## src/hdl/eip_pkg.sv

```systemverilog
// Notes on behaviour
// low three select bits pick nesting source
// select bit 3 is master enable
// store writes select; instructions change enable
// software clears enable before changing select
// writing 1011 selects ext_irq_b, enables
// reset clears priority select to zero
// filter drops pulses under two samples
// filter passes pulses over two samples
// mode bit 3 picks CPU or osc/64
// mode bits 1:0 pick edge; 11 none
// mode bit 2 bypasses filter, allows wake
// reset clears ext0 mode register
// port read sees filtered ext_irq_a
// rejection width two samples of source
// ext_irq_b rising/falling by own register
// ext_irq_c detects both edges
// request and enable raise vector, wake
// mode write may raise spurious edge
// select codes follow vector table order
package eip_pkg;

  // Register addresses in data memory
  localparam logic [11:0] ADDR_EXT0_MODE = 12'hfb4;
  localparam logic [11:0] ADDR_EXT1_MODE = 12'hfb5;
  localparam logic [11:0] ADDR_PRIO_SEL = 12'hfb2;

  // Field positions
  localparam int MASTER_EN_BIT = 3;
  localparam int M0_BYPASS_BIT = 2;
  localparam int M0_CLK_BIT = 3;
  localparam int M1_FALL_BIT = 0;

  // Edge select codes of ext0_edge_mode
  localparam logic [1:0] EDGE_RISE = 2'h0;
  localparam logic [1:0] EDGE_FALL = 2'h1;
  localparam logic [1:0] EDGE_BOTH = 2'h2;
  localparam logic [1:0] EDGE_NONE = 2'h3;

  // Vector numbering; select code n names vector bit n-1 (pend[code - 1])
  localparam int NUM_VEC = 6;
  localparam logic [2:0] CODE_FIRST_VEC = 3'h1;
  localparam logic [2:0] CODE_LAST_VEC = 3'h6;

  // Oscillator divider for the slow sampling clock
  localparam int OSC_DIV = 64;
  localparam logic [5:0] DIV_LAST = 6'(OSC_DIV - 1);

  localparam int NUM_PINS = 3;

  typedef struct packed {
    logic [3:0] prio;
    logic [3:0] m0;
    logic [3:0] m1;
  } eip_regs_s;

  localparam eip_regs_s REGS_RST = '{
    prio: 4'h0, m0: 4'h0, m1: 4'h0};

  typedef struct packed {
    logic wr;
    logic [11:0] addr;
    logic [3:0] wdata;
  } eip_mem_s;

endpackage

```

## src/hdl/eip_noise_filter.sv

```systemverilog
`timescale 1ns/1ps
module eip_noise_filter (
  // Clock and reset
  input wire logic clk,
  input wire logic rst_n,
  // Sampling
  input wire logic sample_en,
  input wire logic din,
  // Filtered level
  output logic dout
);

  typedef struct packed {
    logic smp;
    logic out;
  } eip_flt_s;

  eip_flt_s s;
  eip_flt_s next_s;

  // Output follows only when two successive samples agree
  always_comb begin
    next_s = s;
    if (sample_en) begin
      next_s.smp = din;
      if (din == s.smp) begin
        next_s.out = din;
      end
    end
  end

  always_ff @(posedge clk or negedge rst_n) begin
    if (!rst_n) begin
      s <= '0;
    end else begin
      s <= next_s;
    end
  end

  assign dout = s.out;

  a_flt_hold: assert property (@(posedge clk)
    disable iff (!rst_n)
    !$stable(dout) |-> $past(sample_en))
    else $error("filter output moved without a sample");

  a_flt_pass: assert property (@(posedge clk)
    disable iff (!rst_n)
    sample_en && din == s.smp |=> dout == $past(din))
    else $error("two agreeing samples did not pass");

endmodule

```

## src/hdl/eip_ext_irq.sv

```systemverilog
`timescale 1ns/1ps
module eip_ext_irq (
  // Clock and reset
  input wire logic clk,
  input wire logic rst_n,
  // CPU data memory port
  input wire eip_pkg::eip_mem_s mem,
  output logic [3:0] mem_rdata,
  // Interrupt control instructions, one-cycle pulses
  input wire logic global_enable_instr,
  input wire logic global_disable_instr,
  // CPU machine-cycle enable and standby state
  input wire logic cpu_cycle_tick,
  input wire logic standby,
  // External interrupt pins
  input wire logic ext_irq_a,
  input wire logic ext_irq_b,
  input wire logic ext_irq_c,
  // Request and enable flags, one per vector
  input wire logic [5:0] vec_req_flag,
  input wire logic [5:0] vec_en_flag,
  // Edge events toward the request flags
  output logic ext_a_edge,
  output logic ext_b_edge,
  output logic ext_c_edge,
  // Filtered ext_irq_a level for port reads
  output logic port_a_level,
  // Priority state
  output logic master_irq_enable,
  output logic [2:0] prio_code,
  // Vectored requests
  output logic [5:0] vec_irq,
  output logic high_prio_irq,
  output logic standby_release
);

  typedef struct packed {
    eip_pkg::eip_regs_s regs;
    logic [2:0] sync1;
    logic [2:0] sync2;
    logic [2:0] sync3;
    logic [2:0] lvl;
    logic prev_a;
    logic prev_b;
    logic prev_c;
    logic [5:0] div_cnt;
    logic edge_a;
    logic edge_b;
    logic edge_c;
    logic port_a;
    logic [5:0] vec;
    logic hi;
    logic wake;
    logic [3:0] rdata;
  } eip_top_s;

  eip_top_s s;
  eip_top_s next_s;

  logic osc_tick;
  logic sample_en;
  logic filt_a;
  logic src_a;
  logic src_b;
  logic rise_a;
  logic fall_a;
  logic det_a;
  logic det_b;
  logic [5:0] pend;
  logic next_master_en;
  logic [2:0] code;

  // Slow sampling rate: oscillator taken as clk, divided
  assign osc_tick = (s.div_cnt == eip_pkg::DIV_LAST);

  // No sampling clock in standby, whether bypassed or not
  assign sample_en = !standby &&
    (s.regs.m0[eip_pkg::M0_CLK_BIT] ? osc_tick
                                    : cpu_cycle_tick);

  // Filter sits in the path even in port mode
  eip_noise_filter u_filter (
    .clk(clk),
    .rst_n(rst_n),
    .sample_en(sample_en),
    .din(s.lvl[0]),
    .dout(filt_a)
  );

  // Bypass takes the synchronised pin, so edges still
  // arrive while the sampling clock is stopped
  assign src_a = s.regs.m0[eip_pkg::M0_BYPASS_BIT] ?
    s.lvl[0] : filt_a;
  assign src_b = s.lvl[1];

  assign rise_a = src_a && !s.prev_a;
  assign fall_a = !src_a && s.prev_a;

  always_comb begin
    case (s.regs.m0[1:0])
      eip_pkg::EDGE_RISE: det_a = rise_a;
      eip_pkg::EDGE_FALL: det_a = fall_a;
      eip_pkg::EDGE_BOTH: det_a = rise_a || fall_a;
      eip_pkg::EDGE_NONE: det_a = 1'b0;
      default: det_a = 1'b0;
    endcase
  end

  assign det_b = s.regs.m1[eip_pkg::M1_FALL_BIT] ?
    (!src_b && s.prev_b) : (src_b && !s.prev_b);

  // Disable wins when both instructions arrive together
  always_comb begin
    next_master_en = s.regs.prio[eip_pkg::MASTER_EN_BIT];
    if (mem.wr && mem.addr == eip_pkg::ADDR_PRIO_SEL) begin
      next_master_en = mem.wdata[eip_pkg::MASTER_EN_BIT];
    end
    if (global_enable_instr) begin
      next_master_en = 1'b1;
    end
    if (global_disable_instr) begin
      next_master_en = 1'b0;
    end
  end

  assign pend = vec_req_flag & vec_en_flag;
  assign code = s.regs.prio[2:0];

  always_comb begin
    next_s = s;

    // Three-stage pin synchroniser
    next_s.sync1 = {ext_irq_c, ext_irq_b, ext_irq_a};
    next_s.sync2 = s.sync1;
    next_s.sync3 = s.sync2;
    for (int i = 0; i < eip_pkg::NUM_PINS; i++) begin
      if (s.sync2[i] == s.sync3[i]) begin
        next_s.lvl[i] = s.sync3[i];
      end
    end

    next_s.div_cnt = (s.div_cnt == eip_pkg::DIV_LAST) ?
      6'h00 : s.div_cnt + 6'h01;

    next_s.prev_a = src_a;
    next_s.prev_b = src_b;
    next_s.prev_c = s.lvl[2];
    next_s.edge_a = det_a;
    next_s.edge_b = det_b;
    next_s.edge_c = s.lvl[2] ^ s.prev_c;
    next_s.port_a = filt_a;

    // A new edge select acts at once, so the old and new
    // decoding may see a false edge; software clears it
    if (mem.wr) begin
      case (mem.addr)
        eip_pkg::ADDR_EXT0_MODE: begin
          next_s.regs.m0 = mem.wdata;
        end
        eip_pkg::ADDR_EXT1_MODE: begin
          next_s.regs.m1 = mem.wdata;
        end
        eip_pkg::ADDR_PRIO_SEL: begin
          next_s.regs.prio[2:0] = mem.wdata[2:0];
        end
        default: begin
        end
      endcase
    end
    next_s.regs.prio[eip_pkg::MASTER_EN_BIT] = next_master_en;

    // Master enable gates requests; wake does not wait on it
    next_s.vec = next_master_en ? pend : 6'h00;
    next_s.wake = |pend;

    // Codes 1..6 name vectors in table order
    next_s.hi = 1'b0;
    if (code >= eip_pkg::CODE_FIRST_VEC &&
        code <= eip_pkg::CODE_LAST_VEC) begin
      next_s.hi = next_master_en &&
        pend[code - eip_pkg::CODE_FIRST_VEC];
    end

    case (mem.addr)
      eip_pkg::ADDR_EXT0_MODE: next_s.rdata = s.regs.m0;
      eip_pkg::ADDR_EXT1_MODE: next_s.rdata = s.regs.m1;
      eip_pkg::ADDR_PRIO_SEL: next_s.rdata = s.regs.prio;
      default: next_s.rdata = 4'h0;
    endcase
  end

  always_ff @(posedge clk or negedge rst_n) begin
    if (!rst_n) begin
      s <= '0;
      s.regs <= eip_pkg::REGS_RST;
    end else begin
      s <= next_s;
    end
  end

  assign mem_rdata = s.rdata;
  assign ext_a_edge = s.edge_a;
  assign ext_b_edge = s.edge_b;
  assign ext_c_edge = s.edge_c;
  assign port_a_level = s.port_a;
  assign master_irq_enable = s.regs.prio[eip_pkg::MASTER_EN_BIT];
  assign prio_code = s.regs.prio[2:0];
  assign vec_irq = s.vec;
  assign high_prio_irq = s.hi;
  assign standby_release = s.wake;

  a_enable_sets: assert property (@(posedge clk)
    disable iff (!rst_n)
    global_enable_instr && !global_disable_instr
    |=> master_irq_enable)
    else $error("enable instruction did not set enable");

  a_disable_blocks: assert property (@(posedge clk)
    disable iff (!rst_n)
    global_disable_instr |=> !master_irq_enable &&
    vec_irq == 6'h00 && !high_prio_irq)
    else $error("disable instruction left requests open");

  a_store_1011: assert property (@(posedge clk)
    disable iff (!rst_n)
    mem.wr && mem.addr == eip_pkg::ADDR_PRIO_SEL &&
    mem.wdata == 4'hb && !global_enable_instr &&
    !global_disable_instr
    |=> master_irq_enable && prio_code == 3'h3)
    else $error("store of 1011 not taken");

  a_sel_store: assert property (@(posedge clk)
    disable iff (!rst_n)
    mem.wr && mem.addr == eip_pkg::ADDR_PRIO_SEL
    |=> prio_code == $past(mem.wdata[2:0]))
    else $error("store did not write the select code");

  a_enable_hold: assert property (@(posedge clk)
    disable iff (!rst_n)
    !global_enable_instr && !global_disable_instr &&
    !(mem.wr && mem.addr == eip_pkg::ADDR_PRIO_SEL)
    |=> $stable(master_irq_enable))
    else $error("master enable moved with no instruction");

  a_mode0_store: assert property (@(posedge clk)
    disable iff (!rst_n)
    mem.wr && mem.addr == eip_pkg::ADDR_EXT0_MODE
    |=> s.regs.m0 == $past(mem.wdata))
    else $error("ext0 mode store not taken");

  a_mode1_store: assert property (@(posedge clk)
    disable iff (!rst_n)
    mem.wr && mem.addr == eip_pkg::ADDR_EXT1_MODE
    |=> s.regs.m1 == $past(mem.wdata))
    else $error("ext1 mode store not taken");

  a_code_none: assert property (@(posedge clk)
    disable iff (!rst_n)
    s.regs.m0[1:0] == eip_pkg::EDGE_NONE |=> !ext_a_edge)
    else $error("edge reported with edge select 11");

  a_a_rise: assert property (@(posedge clk)
    disable iff (!rst_n)
    s.regs.m0[1:0] == eip_pkg::EDGE_RISE && rise_a |=> ext_a_edge)
    else $error("ext_irq_a rising edge missed");

  a_a_fall: assert property (@(posedge clk)
    disable iff (!rst_n)
    s.regs.m0[1:0] == eip_pkg::EDGE_FALL && fall_a |=> ext_a_edge)
    else $error("ext_irq_a falling edge missed");

  a_a_both: assert property (@(posedge clk)
    disable iff (!rst_n)
    s.regs.m0[1:0] == eip_pkg::EDGE_BOTH && (rise_a || fall_a)
    |=> ext_a_edge)
    else $error("ext_irq_a edge missed in both-edge mode");

  a_bypass_path: assert property (@(posedge clk)
    disable iff (!rst_n)
    s.regs.m0[eip_pkg::M0_BYPASS_BIT] && s.lvl[0] != s.prev_a &&
    s.regs.m0[1:0] == eip_pkg::EDGE_BOTH |=> ext_a_edge)
    else $error("bypassed pin change gave no edge");

  a_c_both: assert property (@(posedge clk)
    disable iff (!rst_n)
    !$stable(s.lvl[2]) |=> ext_c_edge)
    else $error("ext_irq_c change missed");

  a_c_quiet: assert property (@(posedge clk)
    disable iff (!rst_n)
    $stable(s.lvl[2]) |=> !ext_c_edge)
    else $error("ext_irq_c edge without a change");

  a_b_edge: assert property (@(posedge clk)
    disable iff (!rst_n)
    s.regs.m1[eip_pkg::M1_FALL_BIT] && s.prev_b && !src_b
    |=> ext_b_edge)
    else $error("ext_irq_b falling edge missed");

  a_b_rise: assert property (@(posedge clk)
    disable iff (!rst_n)
    !s.regs.m1[eip_pkg::M1_FALL_BIT] && !s.prev_b && src_b
    |=> ext_b_edge)
    else $error("ext_irq_b rising edge missed");

  a_port_filt: assert property (@(posedge clk)
    disable iff (!rst_n)
    ##1 port_a_level == $past(filt_a))
    else $error("port level not the filtered level");

  a_wake_vec: assert property (@(posedge clk)
    disable iff (!rst_n)
    pend != 6'h00 |=> standby_release)
    else $error("pending request did not release standby");

  a_wake_idle: assert property (@(posedge clk)
    disable iff (!rst_n)
    pend == 6'h00 |=> !standby_release)
    else $error("standby released with nothing pending");

  a_vec_gate: assert property (@(posedge clk)
    disable iff (!rst_n)
    ##1 vec_irq == (master_irq_enable ? $past(pend) : 6'h00))
    else $error("vector requests not gated by master enable");

  a_hi_prio: assert property (@(posedge clk)
    disable iff (!rst_n)
    high_prio_irq |-> master_irq_enable &&
    $past(prio_code) >= eip_pkg::CODE_FIRST_VEC &&
    $past(prio_code) <= eip_pkg::CODE_LAST_VEC)
    else $error("high priority request with no valid code");

  a_hi_grant: assert property (@(posedge clk)
    disable iff (!rst_n)
    next_master_en && code == eip_pkg::CODE_LAST_VEC &&
    pend[eip_pkg::NUM_VEC - 1] |=> high_prio_irq)
    else $error("selected source pending without high priority");

  a_hi_none: assert property (@(posedge clk)
    disable iff (!rst_n)
    code < eip_pkg::CODE_FIRST_VEC || code > eip_pkg::CODE_LAST_VEC
    |=> !high_prio_irq)
    else $error("high priority request with an unused code");

  a_stby_freeze: assert property (@(posedge clk)
    disable iff (!rst_n)
    standby |=> $stable(filt_a))
    else $error("filter sampled during standby");

  a_div_wrap: assert property (@(posedge clk)
    disable iff (!rst_n)
    s.div_cnt == eip_pkg::DIV_LAST |=> s.div_cnt == 6'h00)
    else $error("slow sampling divider did not wrap");

endmodule

```

## config.mk

```make
export PLATFORM = sky130hd
export DESIGN_NAME = eip_ext_irq
export DESIGN_NICKNAME = d
export VERILOG_FILES = /design/src/hdl/eip_pkg.sv /design/src/hdl/eip_noise_filter.sv /design/src/hdl/eip_ext_irq.sv
export SDC_FILE = /design/constraint.sdc
export NUM_CORES = 1
export LEC_CHECK = 0
export BUFFER_PORTS_ARGS = -buffer_cell sky130_fd_sc_hd__clkbuf_2
export CAP_MARGIN = 20
export CORE_UTILIZATION = 49
export CTS_BUF_LIST = sky130_fd_sc_hd__clkbuf_4 sky130_fd_sc_hd__clkbuf_8
export CTS_CLUSTER_DIAMETER = 60
export CTS_CLUSTER_SIZE = 8
export DETAILED_ROUTE_END_ITERATION = 8
export GPL_ROUTABILITY_DRIVEN = 0
export MAX_ROUTING_LAYER = met4
export PLACE_DENSITY = 0.77
export RECOVER_POWER = 100
export SKIP_CTS_REPAIR_TIMING = 1
export SYNTH_ARGS = -nofsm -noshare
export SYNTH_HDL_FRONTEND = slang
export SYNTH_SLANG_ARGS = --single-unit
```

## constraint.sdc

```tcl
create_clock -name clk -period 1.55 [get_ports clk]
set_input_delay 0.31 -clock clk [delete_from_list [all_inputs] [get_ports clk]]
set_output_delay 0.31 -clock clk [all_outputs]
set_load 0.1 [all_outputs]
```

==> qor.yml, run 1 <==
final-setup-viol-count: 0
fp.dieArea_mm2: 0.004998
worstHoldPathType: "in2reg"
min_period_ns: 1.511
power.static_leakage_uw: 0.001344
final_hold_viol_count: 0
synth-seq-area-share: 0.5519
critPathRequiredTime_ns: 1.76
actual_transition_at_the_worst_max_transition_pin_ns: 0.6672
ys.warnings.count: 0
worst_setup_path_start_kind: "flip-flop"
grt_pass1_vias: 1468
placeableCoreArea_mm2: 0.004444
crit_path_max_fanout: 3
start_util: 0.5203
ctsRootBufferMaster: "clkbuf_8"
tritoncts.num_buffers: 5
ys_async_sr_fraction: 1.000
whs_endpoint: "next_s[31]"
cp_data_arrival_time_ns: 1.72
timing.rr.end: "high_prio_irq"
met1Wirelength_um: 1698
chip_width_um: 70.70
cts_num_sinks: 51
detailroute.via_count: 1545
netlist-cell-type-count: 41
dr.first_iter.drc_count: 63
fp-row-count: 24
drt_first_pass_iters: 6
first_pass_grt_wire_length_um: 6555
synthFlopType: "dfrtp_1"
place.port_buffers: 57
boundaryPins: 58
cp-end-kind: "flip-flop"
whs_path_depth: 1
maxClockFrequency_ghz: 0.6617
worstSkewPairLatency_ns: 0.30
antenna_found_initial: 0
synth.top_cell.area_share: 0.5519
timing_worst_setup_path_type: "reg2reg"
worstRegToRegCells: 7
fillCellCount: 354
placed_cell_area_mm2: 0.002686
final_max_slew_viol_count: 0
routed.top_layer: "met4"
power_density_mw_per_mm2: 941.7
synthTopCellsByCount: "dfrtp_1 (51), nand2_1 (16), o21ai_0 (14), buf_4 (13), inv_1 (7)"
synthDominantAreaCellType: "dfrtp_1"
synth_area_per_cell_um2: 12.77
layout.nets: 289
finalNonFillerCells: 298
slew_headroom: 0.5552
cts_tree: "done"
htree_num_levels: 2
max_cap_violations: 0
gr-total-overflow: 0
route.detailed.drc: 14
grt_setup_unrepaired: "true"
largest_net_degree_at_the_start_of_global_routing: 52
clkSlewWorstSetupHoldPaths_ns: 0.10
antenna_cells: 0
post-route-period-util: 0.9749
violations: "DRC"
synthesis.nets: 225
seq_cells_post_synth: 51
finalClockSkew_ns: 0.008665
synth-edff-count: 0
placed_cells_incl_taps: 287
grt_util_all_layers: 0.1722
rr_startpoint: "prio_code[0]"
max-vdd-ir-drop_v: 0.0006996
outcome: "finished with violations"
ys_top_cells_by_area: "dfrtp_1 (55%), buf_4 (4.2%), ha_1 (3.2%), o21ai_0 (3.0%), mux2_1 (2.9%)"
route.met2.wl_um: 2068
min-delay-start: "ext_irq_a"
synth.most_common_cell: "dfrtp_1"
ratio_of_routed_vias_to_standard_cells: 5.185
mappedNetlistArea_mm2: 0.002312
maximum_buffer_depth_of_the_clock_tree: 2
routed_wl_um: 3982
post_drt_wl_per_cell_um: 13.36
dr_wl_met3_um: 180
syn2layout_area_growth_pct: 20.51
dp_hpwl_um: 2903
post_synth_inst_count: 181
die_h_um: 70.70
design_area_mm2: 0.002786
r2r_setup_slack_ns: 0.04
postRouteAntennaNets: 0
layout_cells_sized_above_1: 0.4268
fin_worst_hold_slack_ns: 0.1077
==> through the flow <==
| step | util | setup WS [ns] | total power, uW | TNS [ns] |
|---|---|---|---|---|
| after floorplan | - | -0.04761 | 1750 | -0.04761 |
| after global placement | 0.6044 | -0.07779 | 1886 | -0.1088 |
| after CTS | 0.6250 | 0.04773 | 2654 | 0 |
| after global routing | 0.6270 | -0.01464 | 2738 | -0.01464 |
| final | 0.6270 | 0.03883 | 2624 | 0 |
| after detailed placement | 0.6044 | -0.1073 | 1895 | -0.3888 |
==> power by group <==
part | switching [uW] | internal [uW]
Combinational | 316 | 117
Clock | 443 | 324
Sequential | 31.4 | 1390
Total | 791 | 1830
==> critical path: stages, from the launching register on <==
cell and delay [ns]:
dfrtp_1 0.41, inv_2 0.10, buf_6 0.11, ha_1 0.13, nor2b_1 0.05, o21ba_2 0.21
a2bb2oi_2 0.15, nor4b_2 0.27
==> worst max path at each step <==
stage	start	endpoint	slack, ns	cells after the start
detailed placement	mem[9]	high_prio_irq	-0.11	5
global route	prio_code[1]	high_prio_irq	-0.01	5
finish	prio_code[0]	high_prio_irq	0.04	7
floorplan	mem[4]	high_prio_irq	-0.05	5
CTS	prio_code[1]	high_prio_irq	0.05	5
global placement	mem[9]	high_prio_irq	-0.08	5
==> flip-flops by register name, summed over array words and instances (netlist names) <==
signal and cells:
u_filter.dout 1, s 21, port_a_level 1, high_prio_irq 1, standby_release 1, prio_code 3
ext_b_edge 1, ext_a_edge 1, mem_rdata 4, next_s 8, master_irq_enable 1, vec_irq 6
ext_c_edge 1, u_filter.s 1
==> cell families after synthesis <==
kind of cell | Yosys count | share of synthesized area
buffers and inverters | 22 | 0.06006
adder cells (fa/ha/maj) | 9 | 0.04545
XOR/XNOR | 4 | 0.01515
AND/OR/NAND/NOR | 56 | 0.1840
multiplexers | 17 | 0.08603
flip-flops | 51 | 0.5519
AO/OA/AOI/OAI | 22 | 0.05736
==> cell usage in the layout, fill, tap and decap left out, types with 3 or more instances in the layout <==
master	instances
clkbuf_4	3
nor2_1	6
buf_4	9
clkbuf_8	5
nand2b_1	4
ha_1	5
buf_6	3
nor3_2	6
xor2_1	3
clkbuf_2	54
o21ai_0	14
nand2_1	16
nand3_1	6
dfrtp_1	50
mux2_2	3
mux2i_1	6
maj3_1	3
inv_1	5
mux2_1	6
==> area by class of cell <==
cell class | count | area (um2) | share of cell area
inverter | 7 | 26.28 | 0.009430
clock inverter | 3 | 22.52 | 0.008083
sequential | 51 | 1277 | 0.4585
tap | 52 | 65.06 | 0.02335
multi-input combinational | 108 | 898.4 | 0.3224
clock buffer | 5 | 68.82 | 0.02470
timing repair buffer | 72 | 427.9 | 0.1536
==> routing by layer <==
layer	track usage	vias to the layer above
li1	-	745
met1	0.2144	756
met2	0.2778	40
met3	0.03704	4
met4	0.06444	0
met5	-	-
Note: power is estimated with default switching activity, not from simulation.
==> inputs of run 2 (changes only) <==
==> constraint.sdc (replaced) <==
create_clock -name clk -period 1.55 [get_ports clk]
set_input_delay 0.0775 -clock clk [delete_from_list [all_inputs] [get_ports clk]]
set_output_delay 0.0775 -clock clk [all_outputs]
set_load 0.1 [all_outputs]
==> qor.yml, run 2 (synthesized netlist as in run 1, its figures left out) <==
cts_num_sinks: 51
largest_net_degree_at_the_start_of_global_routing: 52
worstHoldPathType: "in2reg"
layout.nets: 286
fp-row-count: 24
cp-end-kind: "flip-flop"
syn2layout_area_growth_pct: 17.59
postRouteAntennaNets: 0
grt_pass1_vias: 1487
max-vdd-ir-drop_v: 0.0007134
placeableCoreArea_mm2: 0.004444
maxClockFrequency_ghz: 0.6623
routed_wl_um: 3850
cp_data_arrival_time_ns: 1.72
antenna_cells: 0
actual_transition_at_the_worst_max_transition_pin_ns: 0.6663
post_drt_wl_per_cell_um: 13.05
ctsRootBufferMaster: "clkbuf_8"
final_max_slew_viol_count: 0
maximum_buffer_depth_of_the_clock_tree: 2
finalNonFillerCells: 295
detailroute.via_count: 1510
outcome: "finished with violations"
final_cell_mix: "clkbuf_2 (57), dfrtp_1 (50), nand2_1 (16)"
route.detailed.drc: 15
grt_util_all_layers: 0.1704
violations: "DRC, hold timing"
htree_num_levels: 2
placed_cells_incl_taps: 282
place.port_buffers: 57
final_hold_viol_count: 1
crit_path_max_delay_cell_type: "dfrtp_1"
power.clock.fraction: 0.338
gr-total-overflow: 0
post-route-period-util: 0.9741
power.static_leakage_uw: 0.001304
final-setup-viol-count: 0
flip_flop_count_of_the_largest_register_after_layout: 21
cp_cell_sequence: "inv_2 > ha_4 > mux4_2 > a2bb2oi_1 > nor4b_2"
fin_worst_hold_slack_ns: -0.001654
total_power_uw: 2793
tritoncts.num_buffers: 5
worstSkewPairLatency_ns: 0.30
p_sw_uw: 766.0
timing_worst_setup_path_type: "reg2reg"
die_h_um: 70.70
share_comb_of_total_power: 0.152
fp.dieArea_mm2: 0.004998
layout_cells_sized_above_1: 0.3786
mostFrequentLayoutCell: "clkbuf_2"
clkSlewWorstSetupHoldPaths_ns: 0.09
largest-register: "s"
power_density_mw_per_mm2: 1027
power_report.internal_total_uw: 2027
grt_setup_unrepaired: "true"
cpLargestDelayFamily: "flip-flops"
dp_hpwl_um: 2872
crit_buf_inv: 1
slew_headroom: 0.5558
ratio_of_routed_vias_to_standard_cells: 5.119
worst_setup_path_start_kind: "flip-flop"
boundaryPins: 58
cts_tree: "done"
cpPeakStageDelay_ns: 0.41
critPathRequiredTime_ns: 1.76
first_pass_grt_wire_length_um: 6368
finalClockSkew_ns: 0.003178
chip_width_um: 70.70
power.share.switching: 0.2743
max_cap_violations: 0
crit_path_max_fanout: 4
pwr-share-seq: 0.510
antenna_found_initial: 0
drt_first_pass_iters: 6
dr.first_iter.drc_count: 85
min_period_ns: 1.510
start_util: 0.5203
run 2: changes by cell type in the layout (fill, tap and decap cells not counted), moves of 2 or more:
cell and delta:
a2bb2oi_1 +2, buf_4 -5, a2bb2oi_2 -2, nor4_2 -2, dlygate4sd3_1 +3, nor4_1 +3, clkbuf_4 -2, clkbuf_1 +2
buf_6 -3, clkbuf_2 +3
run 2: final timing paths:
kind	from	endpoint	slack (ns)	cells past startpoint
min in group asynchronous	rst_n	vec_irq[5]	0.47	3
max	prio_code[0]	high_prio_irq	0.04	5
min reg2reg	next_s[33]	next_s[30]	0.35	0
max in group asynchronous	rst_n	master_irq_enable	0.60	3
max reg2reg	prio_code[0]	high_prio_irq	0.04	5
min	standby	u_filter.s[1]	-0.002	2
run 2: power by group through the flow:
stage | registers (uW) | logic, uW | clock network [uW]
6_report | 1420 | 425 | 943
5_1_grt | 1430 | 455 | 1030
4_1_cts | 1430 | 432 | 966
3_5_place_dp | 1450 | 431 | 0
3_3_place_gp | 1450 | 422 | 0
2_1_floorplan | 1590 | 155 | 0
run 2: final cells by class:
type / count / area, um2
fillers: 367 / 1725
flip-flops and latches: 51 / 1277
multi-input cells: 108 / 858.3
repair buffers: 69 / 374.1
clock buffers: 6 / 82.58
well taps: 52 / 65.06
clock inverters: 2 / 35.03
inverters: 7 / 26.28
run 2: metal layers:
| layer | routed length (um) | global-route usage |
|---|---|---|
| met5 | 0 | - |
| met4 | 51 | 0.05333 |
| met3 | 161 | 0.05556 |
| met1 | 1749 | 0.2017 |
| met2 | 1889 | 0.2778 |
run 2: per-stage QoR:
| stage | hold slack [ns] | setup slack (ns) | TNS, ns | cell area (um2) | utilization |
|---|---|---|---|---|---|
| 2_1_floorplan | -0.2181 | 0.03487 | 0 | 2313 | - |
| 3_3_place_gp | 0.1853 | 0.08631 | 0 | 2604 | 0.5859 |
| 3_5_place_dp | 0.1871 | 0.01196 | 0 | 2604 | 0.5859 |
| 4_1_cts | -0.1362 | 0.001209 | 0 | 2721 | 0.6123 |
| 5_1_grt | 0.01864 | -0.05800 | -0.05800 | 2719 | 0.6118 |
| 6_report | -0.001654 | 0.04019 | 0 | 2719 | 0.6118 |
